===== src/core/fsc_pkg.sv =====
package fsc_pkg;

  // ----------------------------------------------------------------
  // Timing
  // ----------------------------------------------------------------
  localparam int CLK_PERIOD_NS  = 8;
  localparam int SETTLE_TIME_NS = 1000;
  localparam int SETTLE_CYCLES  = (SETTLE_TIME_NS + CLK_PERIOD_NS - 1) / CLK_PERIOD_NS;

  // ----------------------------------------------------------------
  // Address limits
  // ----------------------------------------------------------------
  localparam logic [6:0] NODE_ADDR_MAX = 7'd63;
  localparam logic [3:0] DIGIT_MAX     = 4'd9;

  // ----------------------------------------------------------------
  // Register map (byte addresses)
  // ----------------------------------------------------------------
  localparam logic [7:0] REG_CONFIG     = 8'h00;
  localparam logic [7:0] REG_RATE_EXT   = 8'h04;
  localparam logic [7:0] REG_IRQ_STATUS = 8'h08;
  localparam logic [7:0] REG_IRQ_MASK   = 8'h0c;
  localparam logic [7:0] REG_LIVE_SW    = 8'h10;

  // Config register fields
  localparam int CFG_ADDR_LSB   = 0;
  localparam int CFG_VALID_BIT  = 8;
  localparam int CFG_EXT_BIT    = 9;
  localparam int CFG_HOLD_BIT   = 10;
  localparam int CFG_RIO_BIT    = 11;
  localparam int CFG_DONE_BIT   = 12;
  localparam int CFG_ONLINE_BIT = 13;
  localparam int CFG_RATE_LSB   = 16;

  // Interrupt bits
  localparam int IRQ_W           = 5;
  localparam int IRQ_DONE        = 0;
  localparam int IRQ_ERROR       = 1;
  localparam int IRQ_OFFLINE     = 2;
  localparam int IRQ_SW_MOVED    = 3;
  localparam int IRQ_CONN_REJECT = 4;
  localparam logic [IRQ_W-1:0] IRQ_MASK_RESET = 5'h00;

  // ----------------------------------------------------------------
  // Enumerations
  // ----------------------------------------------------------------
  typedef enum logic [2:0] {
    RATE_10K   = 3'h0,
    RATE_20K   = 3'h1,
    RATE_50K   = 3'h2,
    RATE_125K  = 3'h3,
    RATE_250K  = 3'h4,
    RATE_500K  = 3'h5,
    RATE_800K  = 3'h6,
    RATE_1000K = 3'h7
  } fsc_rate_t;

  localparam logic [2:0] RATE_EXT_RESET = 3'h3;

  typedef enum logic [1:0] {
    CONN_EXPLICIT = 2'h0,
    CONN_POLL     = 2'h1,
    CONN_STROBE   = 2'h2,
    CONN_COS      = 2'h3
  } fsc_conn_t;

  // ----------------------------------------------------------------
  // Helpers
  // ----------------------------------------------------------------
  function automatic logic [10:0] fsc_rate_kbps(input logic [2:0] code);
    case (code)
      RATE_10K:   fsc_rate_kbps = 11'd10;
      RATE_20K:   fsc_rate_kbps = 11'd20;
      RATE_50K:   fsc_rate_kbps = 11'd50;
      RATE_125K:  fsc_rate_kbps = 11'd125;
      RATE_250K:  fsc_rate_kbps = 11'd250;
      RATE_500K:  fsc_rate_kbps = 11'd500;
      RATE_800K:  fsc_rate_kbps = 11'd800;
      default:    fsc_rate_kbps = 11'd1000;
    endcase
  endfunction : fsc_rate_kbps

  function automatic logic [6:0] fsc_bcd_addr(input logic [3:0] tens, input logic [3:0] units);
    fsc_bcd_addr = 7'((tens * 4'd10) + {3'h0, units});
  endfunction : fsc_bcd_addr

endpackage : fsc_pkg


===== src/core/fsc_config_decoder.sv =====
`timescale 1ns/100ps
module fsc_config_decoder
  import fsc_pkg::*;
#(
  parameter int SETTLE = SETTLE_CYCLES
) (
  input  wire logic        pclk,
  input  wire logic        presetn,
  input  wire logic        psel,
  input  wire logic        penable,
  input  wire logic        pwrite,
  input  wire logic [7:0]  paddr,
  input  wire logic [31:0] pwdata,
  output logic      [31:0] prdata,
  output logic             pready,
  output logic             pslverr,
  input  wire logic [3:0]  addr_tens,
  input  wire logic [3:0]  addr_units,
  input  wire logic        remote_io_mode,
  input  wire logic        offline_hold_select,
  input  wire logic        spare_function_switch,
  input  wire logic        rate_select_low,
  input  wire logic        rate_select_high,
  input  wire logic        slave_offline,
  input  wire logic        conn_req,
  input  wire logic [1:0]  conn_type,
  output logic      [5:0]  node_address,
  output logic             address_valid,
  output logic             config_ready,
  output logic             config_error,
  output logic             network_enable,
  output logic             remote_io_active,
  output logic             extended_rate,
  output logic      [2:0]  baud_rate_code,
  output logic      [10:0] baud_kbps,
  output logic             io_buffer_hold,
  output logic             io_buffer_clear,
  output logic             conn_grant,
  output logic             conn_reject,
  output logic             irq
);

  // ----------------------------------------------------------------
  // Power-up switch capture
  // ----------------------------------------------------------------
  localparam int SW_W = 12;

  // Spare switch deliberately left out of the captured vector
  wire [SW_W-1:0] sw_live = {remote_io_mode, offline_hold_select, rate_select_high,
                             rate_select_low, addr_tens, addr_units};
  logic [SW_W-1:0] sw_held;
  logic            held_valid;
  logic            held_pulse;

  fsc_switch_latch #(
    .W      (SW_W),
    .SETTLE (SETTLE)
  ) u_latch (
    .pclk       (pclk),
    .presetn    (presetn),
    .sw_live    (sw_live),
    .sw_held    (sw_held),
    .held_valid (held_valid),
    .held_pulse (held_pulse)
  );

  // ----------------------------------------------------------------
  // Decode of the captured switches
  // ----------------------------------------------------------------
  wire [3:0] held_units = sw_held[3:0];
  wire [3:0] held_tens  = sw_held[7:4];
  wire       held_low   = sw_held[8];
  wire       held_high  = sw_held[9];
  wire       held_hold  = sw_held[10];
  wire       held_rio   = sw_held[11];

  wire [6:0] addr_sum    = fsc_bcd_addr(held_tens, held_units);
  wire       digits_ok   = (held_tens <= DIGIT_MAX) && (held_units <= DIGIT_MAX);
  wire       addr_ok     = digits_ok && (addr_sum <= NODE_ADDR_MAX);
  wire       ext_mode    = held_low && held_high;
  logic [2:0] rate_ext;
  wire [2:0] std_rate    = held_high ? RATE_500K : (held_low ? RATE_250K : RATE_125K);
  wire [2:0] rate_sel    = ext_mode ? rate_ext : std_rate;
  wire       online      = held_valid && addr_ok;
  wire       conn_legal  = (conn_type == CONN_POLL) || (conn_type == CONN_EXPLICIT);

  // Live view differs from the frozen copy: report, but never apply
  wire       sw_moved    = held_valid && (sw_live != sw_held);
  logic      sw_moved_q;
  logic      offline_q;
  wire       offline_rise = slave_offline && !offline_q;

  // ----------------------------------------------------------------
  // Configuration outputs
  // ----------------------------------------------------------------
  always_ff @(posedge pclk or negedge presetn) begin
    if (!presetn) begin
      node_address     <= 6'h00;
      address_valid    <= 1'b0;
      config_ready     <= 1'b0;
      config_error     <= 1'b0;
      network_enable   <= 1'b0;
      remote_io_active <= 1'b0;
      extended_rate    <= 1'b0;
      baud_rate_code   <= RATE_125K;
      baud_kbps        <= 11'd125;
    end else begin
      node_address     <= addr_sum[5:0];
      address_valid    <= held_valid && addr_ok;
      config_ready     <= held_valid;
      config_error     <= held_valid && !addr_ok;
      network_enable   <= online;
      remote_io_active <= held_valid && held_rio;
      extended_rate    <= held_valid && ext_mode;
      baud_rate_code   <= rate_sel;
      baud_kbps        <= fsc_rate_kbps(rate_sel);
    end
  end

  // ----------------------------------------------------------------
  // Offline buffer policy and connection filter
  // ----------------------------------------------------------------
  always_ff @(posedge pclk or negedge presetn) begin
    if (!presetn) begin
      offline_q       <= 1'b0;
      io_buffer_hold  <= 1'b0;
      io_buffer_clear <= 1'b0;
      conn_grant      <= 1'b0;
      conn_reject     <= 1'b0;
      sw_moved_q      <= 1'b0;
    end else begin
      offline_q       <= slave_offline;
      sw_moved_q      <= sw_moved;
      io_buffer_hold  <= online && slave_offline && held_hold;
      io_buffer_clear <= online && offline_rise && !held_hold;
      conn_grant      <= conn_req && online && conn_legal;
      conn_reject     <= conn_req && !(online && conn_legal);
    end
  end

  // ----------------------------------------------------------------
  // APB decode
  // ----------------------------------------------------------------
  wire setup     = psel && !penable;
  wire access    = psel && penable;
  wire hit_cfg   = (paddr == REG_CONFIG);
  wire hit_rate  = (paddr == REG_RATE_EXT);
  wire hit_stat  = (paddr == REG_IRQ_STATUS);
  wire hit_mask  = (paddr == REG_IRQ_MASK);
  wire hit_live  = (paddr == REG_LIVE_SW);
  wire mapped    = hit_cfg | hit_rate | hit_stat | hit_mask | hit_live;
  wire wr_rate   = access && pwrite && hit_rate;
  wire wr_mask   = access && pwrite && hit_mask;
  wire rd_stat   = access && !pwrite && hit_stat;

  assign pready  = 1'b1;
  assign pslverr = access && !mapped;

  // ----------------------------------------------------------------
  // Registers
  // ----------------------------------------------------------------
  logic [IRQ_W-1:0] irq_status;
  logic [IRQ_W-1:0] irq_mask;

  wire [IRQ_W-1:0] irq_events;
  assign irq_events[IRQ_DONE]        = held_pulse;
  assign irq_events[IRQ_ERROR]       = held_pulse && !addr_ok;
  assign irq_events[IRQ_OFFLINE]     = offline_rise && online;
  assign irq_events[IRQ_SW_MOVED]    = sw_moved && !sw_moved_q;
  assign irq_events[IRQ_CONN_REJECT] = conn_req && !(online && conn_legal);

  // Read clears only the bits it returned (snapshot taken at setup), so an
  // event landing between setup and access is kept; set also beats clear
  wire [IRQ_W-1:0] next_irq_status = (rd_stat ? (irq_status & ~prdata[IRQ_W-1:0]) : irq_status) | irq_events;

  // Rate register only steers the link in extended mode; it is
  // still writable at any time so software can prepare it
  always_ff @(posedge pclk or negedge presetn) begin
    if (!presetn) begin
      rate_ext   <= RATE_EXT_RESET;
      irq_mask   <= IRQ_MASK_RESET;
      irq_status <= '0;
    end else begin
      irq_status <= next_irq_status;
      if (wr_rate)
        rate_ext <= pwdata[2:0];
      if (wr_mask)
        irq_mask <= pwdata[IRQ_W-1:0];
    end
  end

  assign irq = |(irq_status & irq_mask);

  // ----------------------------------------------------------------
  // Read data, taken in the setup cycle
  // ----------------------------------------------------------------
  logic [31:0] cfg_word;
  always_comb begin
    cfg_word                                = 32'h0000_0000;
    cfg_word[CFG_ADDR_LSB +: 6]             = addr_sum[5:0];
    cfg_word[CFG_VALID_BIT]                 = held_valid && addr_ok;
    cfg_word[CFG_EXT_BIT]                   = ext_mode;
    cfg_word[CFG_HOLD_BIT]                  = held_hold;
    cfg_word[CFG_RIO_BIT]                   = held_rio;
    cfg_word[CFG_DONE_BIT]                  = held_valid;
    cfg_word[CFG_ONLINE_BIT]                = online;
    cfg_word[CFG_RATE_LSB +: 3]             = rate_sel;
  end

  wire [31:0] rd_mux =
      hit_cfg  ? cfg_word :
      hit_rate ? {29'h0, rate_ext} :
      hit_stat ? {{(32-IRQ_W){1'b0}}, irq_status} :
      hit_mask ? {{(32-IRQ_W){1'b0}}, irq_mask} :
      hit_live ? {19'h0, spare_function_switch, sw_live} :
                 32'h0000_0000;

  always_ff @(posedge pclk or negedge presetn) begin
    if (!presetn)
      prdata <= 32'h0000_0000;
    else if (setup && !pwrite)
      prdata <= rd_mux;
  end

endmodule : fsc_config_decoder


===== src/core/fsc_switch_latch.sv =====
`timescale 1ns/100ps
module fsc_switch_latch
  import fsc_pkg::*;
#(
  parameter int W      = 12,
  parameter int SETTLE = SETTLE_CYCLES
) (
  input  wire logic         pclk,
  input  wire logic         presetn,
  input  wire logic [W-1:0] sw_live,
  output logic      [W-1:0] sw_held,
  output logic              held_valid,
  output logic              held_pulse
);

  typedef enum logic [1:0] {
    ST_SETTLE  = 2'b00,
    ST_CAPTURE = 2'b01,
    ST_LOCKED  = 2'b11
  } fsc_latch_st_t;

  localparam int CW = $clog2(SETTLE + 1);

  fsc_latch_st_t  state;
  fsc_latch_st_t  next_state;
  logic [CW-1:0]  count;
  logic [W-1:0]   sw_prev;

  wire moved   = (sw_live != sw_prev);
  wire settled = (count == CW'(SETTLE));

  // ----------------------------------------------------------------
  // Sequencer
  // ----------------------------------------------------------------
  // Contacts bounce at power-up, so the count restarts on any change
  always_comb begin
    case (state)
      ST_SETTLE:  next_state = (settled && !moved) ? ST_CAPTURE : ST_SETTLE;
      ST_CAPTURE: next_state = ST_LOCKED;
      ST_LOCKED:  next_state = ST_LOCKED;
      default:    next_state = ST_SETTLE;
    endcase
  end

  always_ff @(posedge pclk or negedge presetn) begin
    if (!presetn) begin
      state   <= ST_SETTLE;
      count   <= '0;
      sw_prev <= '0;
    end else begin
      state   <= next_state;
      sw_prev <= sw_live;
      if (moved)
        count <= '0;
      else if (!settled)
        count <= count + CW'(1);
    end
  end

  // ----------------------------------------------------------------
  // Capture, once per reset
  // ----------------------------------------------------------------
  always_ff @(posedge pclk or negedge presetn) begin
    if (!presetn) begin
      sw_held    <= '0;
      held_valid <= 1'b0;
      held_pulse <= 1'b0;
    end else begin
      held_pulse <= (state == ST_CAPTURE);
      if (state == ST_CAPTURE) begin
        sw_held    <= sw_prev;
        held_valid <= 1'b1;
      end
    end
  end

endmodule : fsc_switch_latch


===== config.mk =====
export PLATFORM = sky130hd
export DESIGN_NAME = fsc_config_decoder
export DESIGN_NICKNAME = d
export VERILOG_FILES = /design/src/core/fsc_pkg.sv /design/src/core/fsc_config_decoder.sv /design/src/core/fsc_switch_latch.sv
export SDC_FILE = /design/constraint.sdc
export NUM_CORES = 1
export LEC_CHECK = 0
export BUFFER_PORTS_ARGS = -buffer_cell sky130_fd_sc_hd__buf_2
export CAP_MARGIN = 20
export CORE_ASPECT_RATIO = 1.5
export CORE_MARGIN = 2
export CORE_UTILIZATION = 45
export CTS_CLUSTER_SIZE = 14
export DETAILED_ROUTE_END_ITERATION = 10
export PLACE_DENSITY_LB_ADDON = 0.05
export RECOVER_POWER = 25
export SYNTH_ARGS = -nofsm -noshare
export SYNTH_HDL_FRONTEND = slang
export SYNTH_SLANG_ARGS = --single-unit

===== constraint.sdc =====
create_clock -name pclk -period 2.3 [get_ports pclk]
set_clock_uncertainty 0.1 [all_clocks]
set_input_delay 0.345 -clock pclk [delete_from_list [all_inputs] [get_ports pclk]]
set_output_delay 0.345 -clock pclk [all_outputs]
set_load 0.01 [all_outputs]

==> flow_summary.ini, run 1 <==
[outcome]
outcome = finished with violations
violations = setup timing

[placed_design]
pre_cts_slack_ns = -0.133
routabilityCongestion = 0.883
dp_hpwl_mm = 7.55
portBuffers = 81

[global_route]
grt_overflow = 0
antenna_found_initial = 0
grt_pass1_vias = 3219
grt_max_degree = 51
track_usage = 0.203
grt_pass1_wl_mm = 16.8

[floorplanning]
die_y_um = 126
initial_core_util = 0.460
fp.dieArea_mm2 = 0.0107
fp-row-count = 44
die_w_um = 85.3
io_pins = 127
core_mm2 = 0.00969

[timing]
finalWorstSetupSlack_ns = -0.126
fin_hold_ws_ns = 0.0516
finalMaxSlewViolations = 0
setup_viol = 12
tightest_slew_ns = 1.37
fin_crit_sh = 1.05
rsz0062_at_grt = true
fin_crit_ns = 2.43
hold_viol = 0
maxSlewHeadroom = 0.0837
max_clock_freq_mhz = 412
setup_tns_ns = -0.831

[routing]
drtIter0Drc = 135
wl_per_cell_um = 17.2
vias = 3226
routed_wl_mm = 10.4
wl_met1_mm = 4.19
postRouteAntennaNets = 0
drc = 0
dr.pass1.iters = 5
met3_wirelength_um = 452
via_per_inst = 5.33
top_layer_used = met4
dr_wl_met2_mm = 5.53

[synthesis]
synthArstFlopShare = 1.00
postSynthAreaPerCell_um2 = 11.6
synth.top_cell.area_share = 0.477
ys_types = 56
synth_cells = 385
ys_ff_latch = 95
synth_edf_count = 0
seq_area_frac_synth = 0.536
syn_area_mm2 = 0.00446
yosys.area.top_type = dfrtp_1
synth.area.top_cells = dfrtp_1 48%, dfstp_2 5.9%, mux2_2 5.3%
yosys-top-cells-count = 85 x dfrtp_1, 25 x nor2_1, 21 x mux2_2, 21 x nand2_1, 18 x buf_4
synth_ff_type = dfrtp_1
synth_most_common_cell = dfrtp_1
synth_warnings = 0

[finish]
antenna_cells = 0
area_growth_pct = 21.5
multiInputGateArea_mm2 = 0.00194
num-nets-final = 562
fin_util = 0.559
fill_cells = 883
regArea_mm2 = 0.00239
final_layout_size_suffix_gt1_frac = 0.329

[worst_setup_path]
startpoint_type = register
critical_path_class = reg -> reg
critPathMaxFanout = 4
reg2reg_from = u_latch.sw_held[5]$_DFFE_PN0P_
regToRegSetupSlack_ns = -0.13
cp-end-kind = register
cp_cell_sequence = ha_1, ha_2, inv_2, fa_2, a211oi_4, mux2_4, a22o_1
r2r_cells = 7
cpPeakStageDelay_ns = 0.47
crit_arrival_ns = 2.56
crit_required_ns = 2.44
slowest_stage = fa_2
reg2reg_to = irq_status[1]$_DFF_PN0_

[clock_network]
cts_tree = built
cts_buffers = 9
clk_pin_slew_worst_paths_ns = 0.07
clk-insertion-delay-late_ns = 0.35
clock_path_buffers = 2
cts_root_buf = clkbuf_16
cts_max_level = 3
cts_sinks = 95

[flow_run]
drv_cap = 0

[power_and_ir_drop]
p_per_area_mw_per_mm2 = 709
ir_drop_uv = 544
leakage_nw = 2.54

[hold_path]
min-delay-start = slave_offline
hold_end = offline_q$_DFF_PN0_
hold_depth = 1
min_path_type = in -> reg
placed cells by master (no fill, tap or decap), types with 8 or more instances in the layout:
| cell | instances |
|---|---|
| xor2_1 | 17 |
| clkbuf_1 | 14 |
| o21ai_0 | 11 |
| conb_1 | 17 |
| buf_4 | 21 |
| inv_1 | 15 |
| clkbuf_16 | 9 |
| mux2_2 | 20 |
| dfstp_2 | 8 |
| xnor2_1 | 14 |
| nand2_1 | 21 |
| nand3_1 | 16 |
| dfrtp_1 | 85 |
| nor2_1 | 25 |
| ha_1 | 11 |
| buf_2 | 68 |
final cells by class:
| type | count | area share |
|---|---|---|
| clock buffers | 9 | 0.0416 |
| clock inverters | 7 | 0.0134 |
| inverters | 16 | 0.0111 |
| multi-input cells | 257 | 0.358 |
| flip-flops and latches | 95 | 0.441 |
| well taps | 115 | 0.0266 |
| repair buffers | 106 | 0.108 |
critical path: cells and delay by family (launching register included):
kind / cells / cell delay, ns
fa+ha+maj: 3 / 0.95
compound gates: 2 / 0.46
flops: 1 / 0.39
mux: 1 / 0.37
buf+inv: 1 / 0.05
sequential cells by signal, summed over array words and instances (netlist names), 2 cells and up:
signal,flops
u_latch.sw_held,12
baud_kbps,10
u_latch.state,2
node_address,6
prdata,17
rate_ext,3
irq_status,5
irq_mask,5
u_latch.sw_prev,12
u_latch.count,7
baud_rate_code,3
per-stage QoR:
stage                     cell area, µm²  power, mW  cells
after floorplan                     4530       2.13    400
after global placement              5050       2.34    584
after detailed placement            5050       2.35    584
after CTS                           5380       3.86    602
after global routing                5420       4.00    605
final                               5420       3.84    605
power by group:
group          internal [mW]  leakage (nW)  switching (mW)
Clock                  0.844         0.142           0.653
Sequential              1.77          1.13          0.0542
Combinational          0.231          1.26           0.292
Total                   2.84          2.54           0.999
worst max path at each step:
stage,startpoint,to,slack (ns)
floorplan,u_latch.sw_held[5]$_DFFE_PN0P_,io_buffer_clear$_DFF_PN0_,-0.1
CTS,u_latch.sw_held[5]$_DFFE_PN0P_,irq_status[1]$_DFF_PN0_,-0.14
detailed placement,u_latch.sw_held[5]$_DFFE_PN0P_,irq_status[1]$_DFF_PN0_,-0.13
global placement,u_latch.sw_held[5]$_DFFE_PN0P_,irq_status[1]$_DFF_PN0_,-0.09
global route,u_latch.sw_held[5]$_DFFE_PN0P_,io_buffer_clear$_DFF_PN0_,-0.18
finish,u_latch.sw_held[5]$_DFFE_PN0P_,irq_status[1]$_DFF_PN0_,-0.13
cell families (layout without fill, tap and decap cells):
group | Yosys count | after routing | synth area share
buffers and inverters | 48 | 138 | 0.0575
flip-flops | 95 | 95 | 0.536
adder cells (fa/ha/maj) | 15 | 15 | 0.0454
AO/OA/AOI/OAI | 54 | 54 | 0.0825
AND/OR/NAND/NOR | 112 | 112 | 0.139
other | 2 | 17 | 0.00168
XOR/XNOR | 31 | 31 | 0.0609
multiplexers | 28 | 28 | 0.0771
routing by layer:
metal  vias up  track usage
met5         -            0
met4         0       0.0775
met3        17       0.0360
met2        81        0.345
met1      1620        0.257
li1       1508            -
what timing repair did:
item,in CTS,in global routing
hold endpoints to repair,17,0
endpoints found under the setup margin,11,14
resized for setup,3,14
hold buffers,1,0
pin swaps,2,5
buffers inserted,1,3
Note: power is estimated with default switching activity, not from simulation.
==> inputs of run 2 (changes only) <==
- ABC_AREA: unset -> 1
==> flow_summary.ini, run 2 <==
[outcome]
outcome = complete, no violations

[power_and_ir_drop]
pwr-share-comb = 0.132
power_mw = 3.77
ir_drop_uv = 362
p_per_area_mw_per_mm2 = 685
leakage_nw = 2.75
power_frac_seq = 0.481
p_int_mw = 2.79
clockPowerShare = 0.387
p_sw_frac = 0.259
power.switching_mw = 0.976

[finish]
fill_cells = 914
final_cell_mix = 114 x nand2_1, 85 x dfrtp_1, 71 x inv_1
layout.cells.non_filler = 719
num-nets-final = 676
final_layout_size_suffix_gt1_frac = 0.237
largest_register_ffs = 17
antenna_cells = 0
layout_commonest_cell = nand2_1
top_register = prdata
top_regs = prdata: 17 flops, u_latch.sw_held: 12 flops, u_latch.sw_prev: 12 flops
fin_util = 0.564
area_growth_pct = 21.0
fin_area_mm2 = 0.00550

[worst_setup_path]
crit_required_ns = 2.43
startpoint_type = register
slowest_stage = fa_2
cpMostUsedCell = nand2_2
cp-end-kind = register
critPathBufInv = 1
crit_arrival_ns = 2.39
cp_cell_sequence = ha_1, ha_2, inv_2, fa_2, o21ai_4, nand3_4, nor2_4, nand2_2, nand2_2, nand2_1
cpPeakStageDelay_ns = 0.47
critical_path.top_delay_family = adder cells
regToRegSetupSlack_ns = 0.03
critical_path_class = reg -> reg
critPathMaxFanout = 4

[synthesis]
seq_area_frac_synth = 0.526
yosys.area.top_type = dfrtp_1
synth_most_common_cell = nand2_1
syn_area_mm2 = 0.00455
ys_ff_latch = 95
synth.area.top_cells = dfrtp_1 47%, nand2_1 9.7%, inv_1 6.0%
synth_cells = 495
synth_ff_type = dfrtp_1
ys_types = 46
yosys-top-cells-count = 118 x nand2_1, 85 x dfrtp_1, 73 x inv_1
synth_warnings = 0
synth_edf_count = 0
synth.top_cell.area_share = 0.468
synthArstFlopShare = 1.00
postSynthAreaPerCell_um2 = 9.19

[clock_network]
clk_pin_slew_worst_paths_ns = 0.06
cts_tree = built
cts_buffers = 9
clock_path_buffers = 2
cts_max_level = 3
clk-insertion-delay-late_ns = 0.35
cts_root_buf = clkbuf_16
cts_sinks = 95

[global_route]
grt_max_degree = 38
grt_pass1_wl_mm = 16.9
track_usage = 0.201
antenna_found_initial = 0
grt_overflow = 0
grt_pass1_vias = 3503

[timing]
hold_viol = 0
setup_viol = 0
finalMaxSlewViolations = 0
maxSlewHeadroom = 0.150
finalWorstSetupSlack_ns = 0.0348
fin_crit_ns = 2.27
max_clock_freq_mhz = 441
tightest_slew_ns = 1.28
fin_crit_sh = 0.985
rsz0062_at_grt = true

[floorplanning]
fp.dieArea_mm2 = 0.0109
initial_core_util = 0.467
die_w_um = 86.1
core_mm2 = 0.00974
io_pins = 127
die_y_um = 127
fp-row-count = 44

[placed_design]
pre_cts_slack_ns = -0.135
dp_hpwl_mm = 7.83
dpl_cell_area_mm2 = 0.00513
placed_cells = 699
portBuffers = 81
routabilityCongestion = 0.857

[routing]
routed_wl_mm = 10.2
dr.pass1.iters = 4
postRouteAntennaNets = 0
drc = 0
via_per_inst = 4.88
drtIter0Drc = 188
vias = 3507
wl_per_cell_um = 14.2

[flow_run]
drv_cap = 0

[hold_path]
min_path_type = in -> reg
## run 2: timing repair
item	4_1_cts	5_1_grt
setup endpoints to repair	6	10
pin swaps	8	6
setup buffers	3	1
gates resized for setup	10	8
hold endpoints to repair	17	0
hold buffers	1	0
## run 2: path summary, 6_finish.rpt
| path | start | endpoint | cells after the start |
|---|---|---|---|
| max | u_latch.sw_held[5]$_DFFE_PN0P_ | irq_status[4]$_DFF_PN0_ | 10 |
| min | slave_offline | offline_q$_DFF_PN0_ | 1 |
| max reg2reg | u_latch.sw_held[5]$_DFFE_PN0P_ | irq_status[4]$_DFF_PN0_ | 10 |
| min reg2reg | u_latch.state[0]$_DFF_PN0_ | u_latch.state[1]$_DFF_PN0_ | 0 |
| max in group asynchronous | presetn | u_latch.sw_prev[4]$_DFF_PN0_ | 3 |
| min in group asynchronous | presetn | prdata[13]$_DFFE_PN0P_ | 2 |
## run 2: cell families (layout without fill, tap and decap cells)
group,after synthesis,count (layout),synth area share
flops,95,95,0.526
buf+inv,102,196,0.0991
simple gates,191,191,0.197
compound gates,72,72,0.0944
xor+xnor,16,16,0.0308
other cells,2,17,0.00165
fa+ha+maj,15,15,0.0446
mux,2,2,0.00660
## run 2: layer usage
| layer | GRT usage | part of all wire | up-vias |
|---|---|---|---|
| met5 | 0 | 0 | - |
| met4 | 0.101 | 0.025 | 0 |
| met3 | 0.0252 | 0.036 | 14 |
| met2 | 0.346 | 0.53 | 74 |
| met1 | 0.244 | 0.41 | 1676 |
| li1 | - | - | 1743 |
## run 2: power by group through the flow
stage               clock, mW  sequential [mW]  combinational (mW)
floorplan                   0             1.87               0.231
global placement            0             1.84               0.459
detailed placement          0             1.84               0.469
CTS                      1.50             1.81               0.494
global route             1.55             1.82               0.559
finish                   1.46             1.81               0.496
## run 2: area by class of cell
class | count | area (µm²) | share of cell area
Tap cell | 115 | 144 | 0.0262
Inverter | 80 | 300 | 0.0546
Multi-Input combinational cell | 313 | 1830 | 0.332
Clock buffer | 13 | 270 | 0.0491
Clock inverter | 3 | 25.0 | 0.00455
Timing Repair Buffer | 100 | 546 | 0.0992
Sequential cell | 95 | 2390 | 0.434
## run 2: metrics by stage
step | hold slack [ns] | setup TNS [ns]
after floorplan | -0.0506 | 0
after global placement | 0.154 | -0.105
after detailed placement | 0.158 | -0.368
after CTS | 0.0296 | 0
after global routing | 0.0492 | -0.228
final | 0.0540 | 0
==> inputs of run 3 (changes only) <==
- CTS_BUF_LIST: unset -> sky130_fd_sc_hd__clkbuf_4 sky130_fd_sc_hd__clkbuf_8 sky130_fd_sc_hd__clkbuf_16
==> flow_summary.ini, run 3 (synthesis results as in run 2) <==
[placed_design]
pre_cts_slack_ns = -0.135
dp_hpwl_mm = 7.83
portBuffers = 81
routabilityCongestion = 0.857

[clock_network]
cts_root_buf = clkbuf_16
clk_pin_slew_worst_paths_ns = 0.06
clock_path_buffers = 2
cts_tree = built
cts_sinks = 95
clk-insertion-delay-late_ns = 0.34
cts_buffers = 9
cts_max_level = 3

[floorplanning]
io_pins = 127
die_w_um = 86.1
fp.dieArea_mm2 = 0.0109
core_mm2 = 0.00974
initial_core_util = 0.467
fp-row-count = 44
die_y_um = 127

[timing]
fin_crit_ns = 2.26
finalMaxSlewViolations = 0
maxSlewHeadroom = 0.155
hold_viol = 0
fin_crit_sh = 0.983
setup_viol = 0
finalWorstSetupSlack_ns = 0.0389
tightest_slew_ns = 1.27
rsz0062_at_grt = true
max_clock_freq_mhz = 442

[finish]
area_growth_pct = 21.1
num-nets-final = 676
top_regs = prdata: 17 flops, u_latch.sw_held: 12 flops, u_latch.sw_prev: 12 flops
final_layout_size_suffix_gt1_frac = 0.238
largest_register_ffs = 17
final_cell_mix = 114 x nand2_1, 85 x dfrtp_1, 71 x inv_1
layout_commonest_cell = nand2_1
top_register = prdata
fill_cells = 914
antenna_cells = 0

[routing]
drc = 0
routed_wl_mm = 10.3
via_per_inst = 4.90
dr.pass1.iters = 4
vias = 3521
wl_per_cell_um = 14.3
postRouteAntennaNets = 0
drtIter0Drc = 202

[worst_setup_path]
cpMostUsedCell = nand2_2
cp_cell_sequence = ha_1, ha_2, inv_2, fa_2, o21ai_4, nand3_4, nor2_4, nand2_2, nand2_2, nand2_1
critPathMaxFanout = 4
slowest_stage = fa_2
cpPeakStageDelay_ns = 0.47
crit_arrival_ns = 2.39
crit_required_ns = 2.43
cp-end-kind = register
critical_path_class = reg -> reg
startpoint_type = register

[global_route]
grt_pass1_vias = 3503
track_usage = 0.201
grt_pass1_wl_mm = 16.9
antenna_found_initial = 0
grt_overflow = 0
grt_max_degree = 38

[flow_run]
drv_cap = 0

[power_and_ir_drop]
leakage_nw = 2.75
p_per_area_mw_per_mm2 = 687
power_mw = 3.78
ir_drop_uv = 360

[outcome]
outcome = complete, no violations

[hold_path]
min_path_type = in -> reg
## run 3: cell types whose count changed in the layout (fill, tap and decap cells not counted)
cell,previous run,this run
clkbuf_1,16,15
clkbuf_4,0,1
## run 3: final timing paths
kind                                                 from                            to  slack [ns]  depth (start not counted)
max                        u_latch.sw_held[5]$_DFFE_PN0P_       irq_status[4]$_DFF_PN0_        0.04                         10
min                                         slave_offline           offline_q$_DFF_PN0_        0.06                          1
max reg2reg                u_latch.sw_held[5]$_DFFE_PN0P_       irq_status[4]$_DFF_PN0_        0.04                         10
min reg2reg                    u_latch.state[0]$_DFF_PN0_    u_latch.state[1]$_DFF_PN0_        0.28                          0
max in group asynchronous                         presetn  u_latch.sw_prev[4]$_DFF_PN0_        0.48                          3
min in group asynchronous                         presetn        prdata[13]$_DFFE_PN0P_        0.70                          2
## run 3: timing repair
item	in CTS	in global routing
pin swaps	8	6
endpoints found under the setup margin	6	10
buffers inserted	3	1
gates resized for setup	10	8
cloned	0	0
hold buffers	1	0
hold endpoints to repair	17	0
## run 3: per-layer routing
layer | part of all wire | GRT usage | wire, µm
met1 | 0.41 | 0.244 | 4230
met2 | 0.53 | 0.346 | 5450
met3 | 0.037 | 0.0252 | 378
met4 | 0.021 | 0.101 | 216
met5 | 0 | 0 | 0
## run 3: metrics by stage
step / TNS, ns / instance area [µm²] / utilization / std cells / hold slack, ns
after floorplan: 0 / 4600 / - / 510 / -0.0506
after global placement: -0.105 / 5130 / 0.526 / 699 / 0.154
after detailed placement: -0.368 / 5130 / 0.526 / 699 / 0.158
after CTS: 0 / 5500 / 0.564 / 719 / 0.0296
after global routing: -0.228 / 5500 / 0.565 / 719 / 0.0492
final: 0 / 5500 / 0.565 / 719 / 0.0550
## run 3: final cells by class
| class | count | area (µm²) | area share |
|---|---|---|---|
| Multi-Input combinational cell | 313 | 1830 | 0.332 |
| Inverter | 80 | 300 | 0.0546 |
| Timing Repair Buffer | 100 | 546 | 0.0991 |
| Tap cell | 115 | 144 | 0.0261 |
| Sequential cell | 95 | 2390 | 0.434 |
| Clock buffer | 13 | 274 | 0.0498 |
| Clock inverter | 3 | 25.0 | 0.00455 |
## run 3: critical path, delay by kind of cell, from the launching register on
kind | cells | cell delay [ns]
compound gates | 1 | 0.19
fa+ha+maj | 3 | 0.96
buf+inv | 1 | 0.05
flops | 1 | 0.39
simple gates | 5 | 0.46
## run 3: report_power, final
| part | leakage [nW] | switching, mW | internal [mW] |
|---|---|---|---|
| logic | 1.47 | 0.304 | 0.192 |
| clock network | 0.146 | 0.628 | 0.842 |
| registers | 1.14 | 0.0453 | 1.77 |
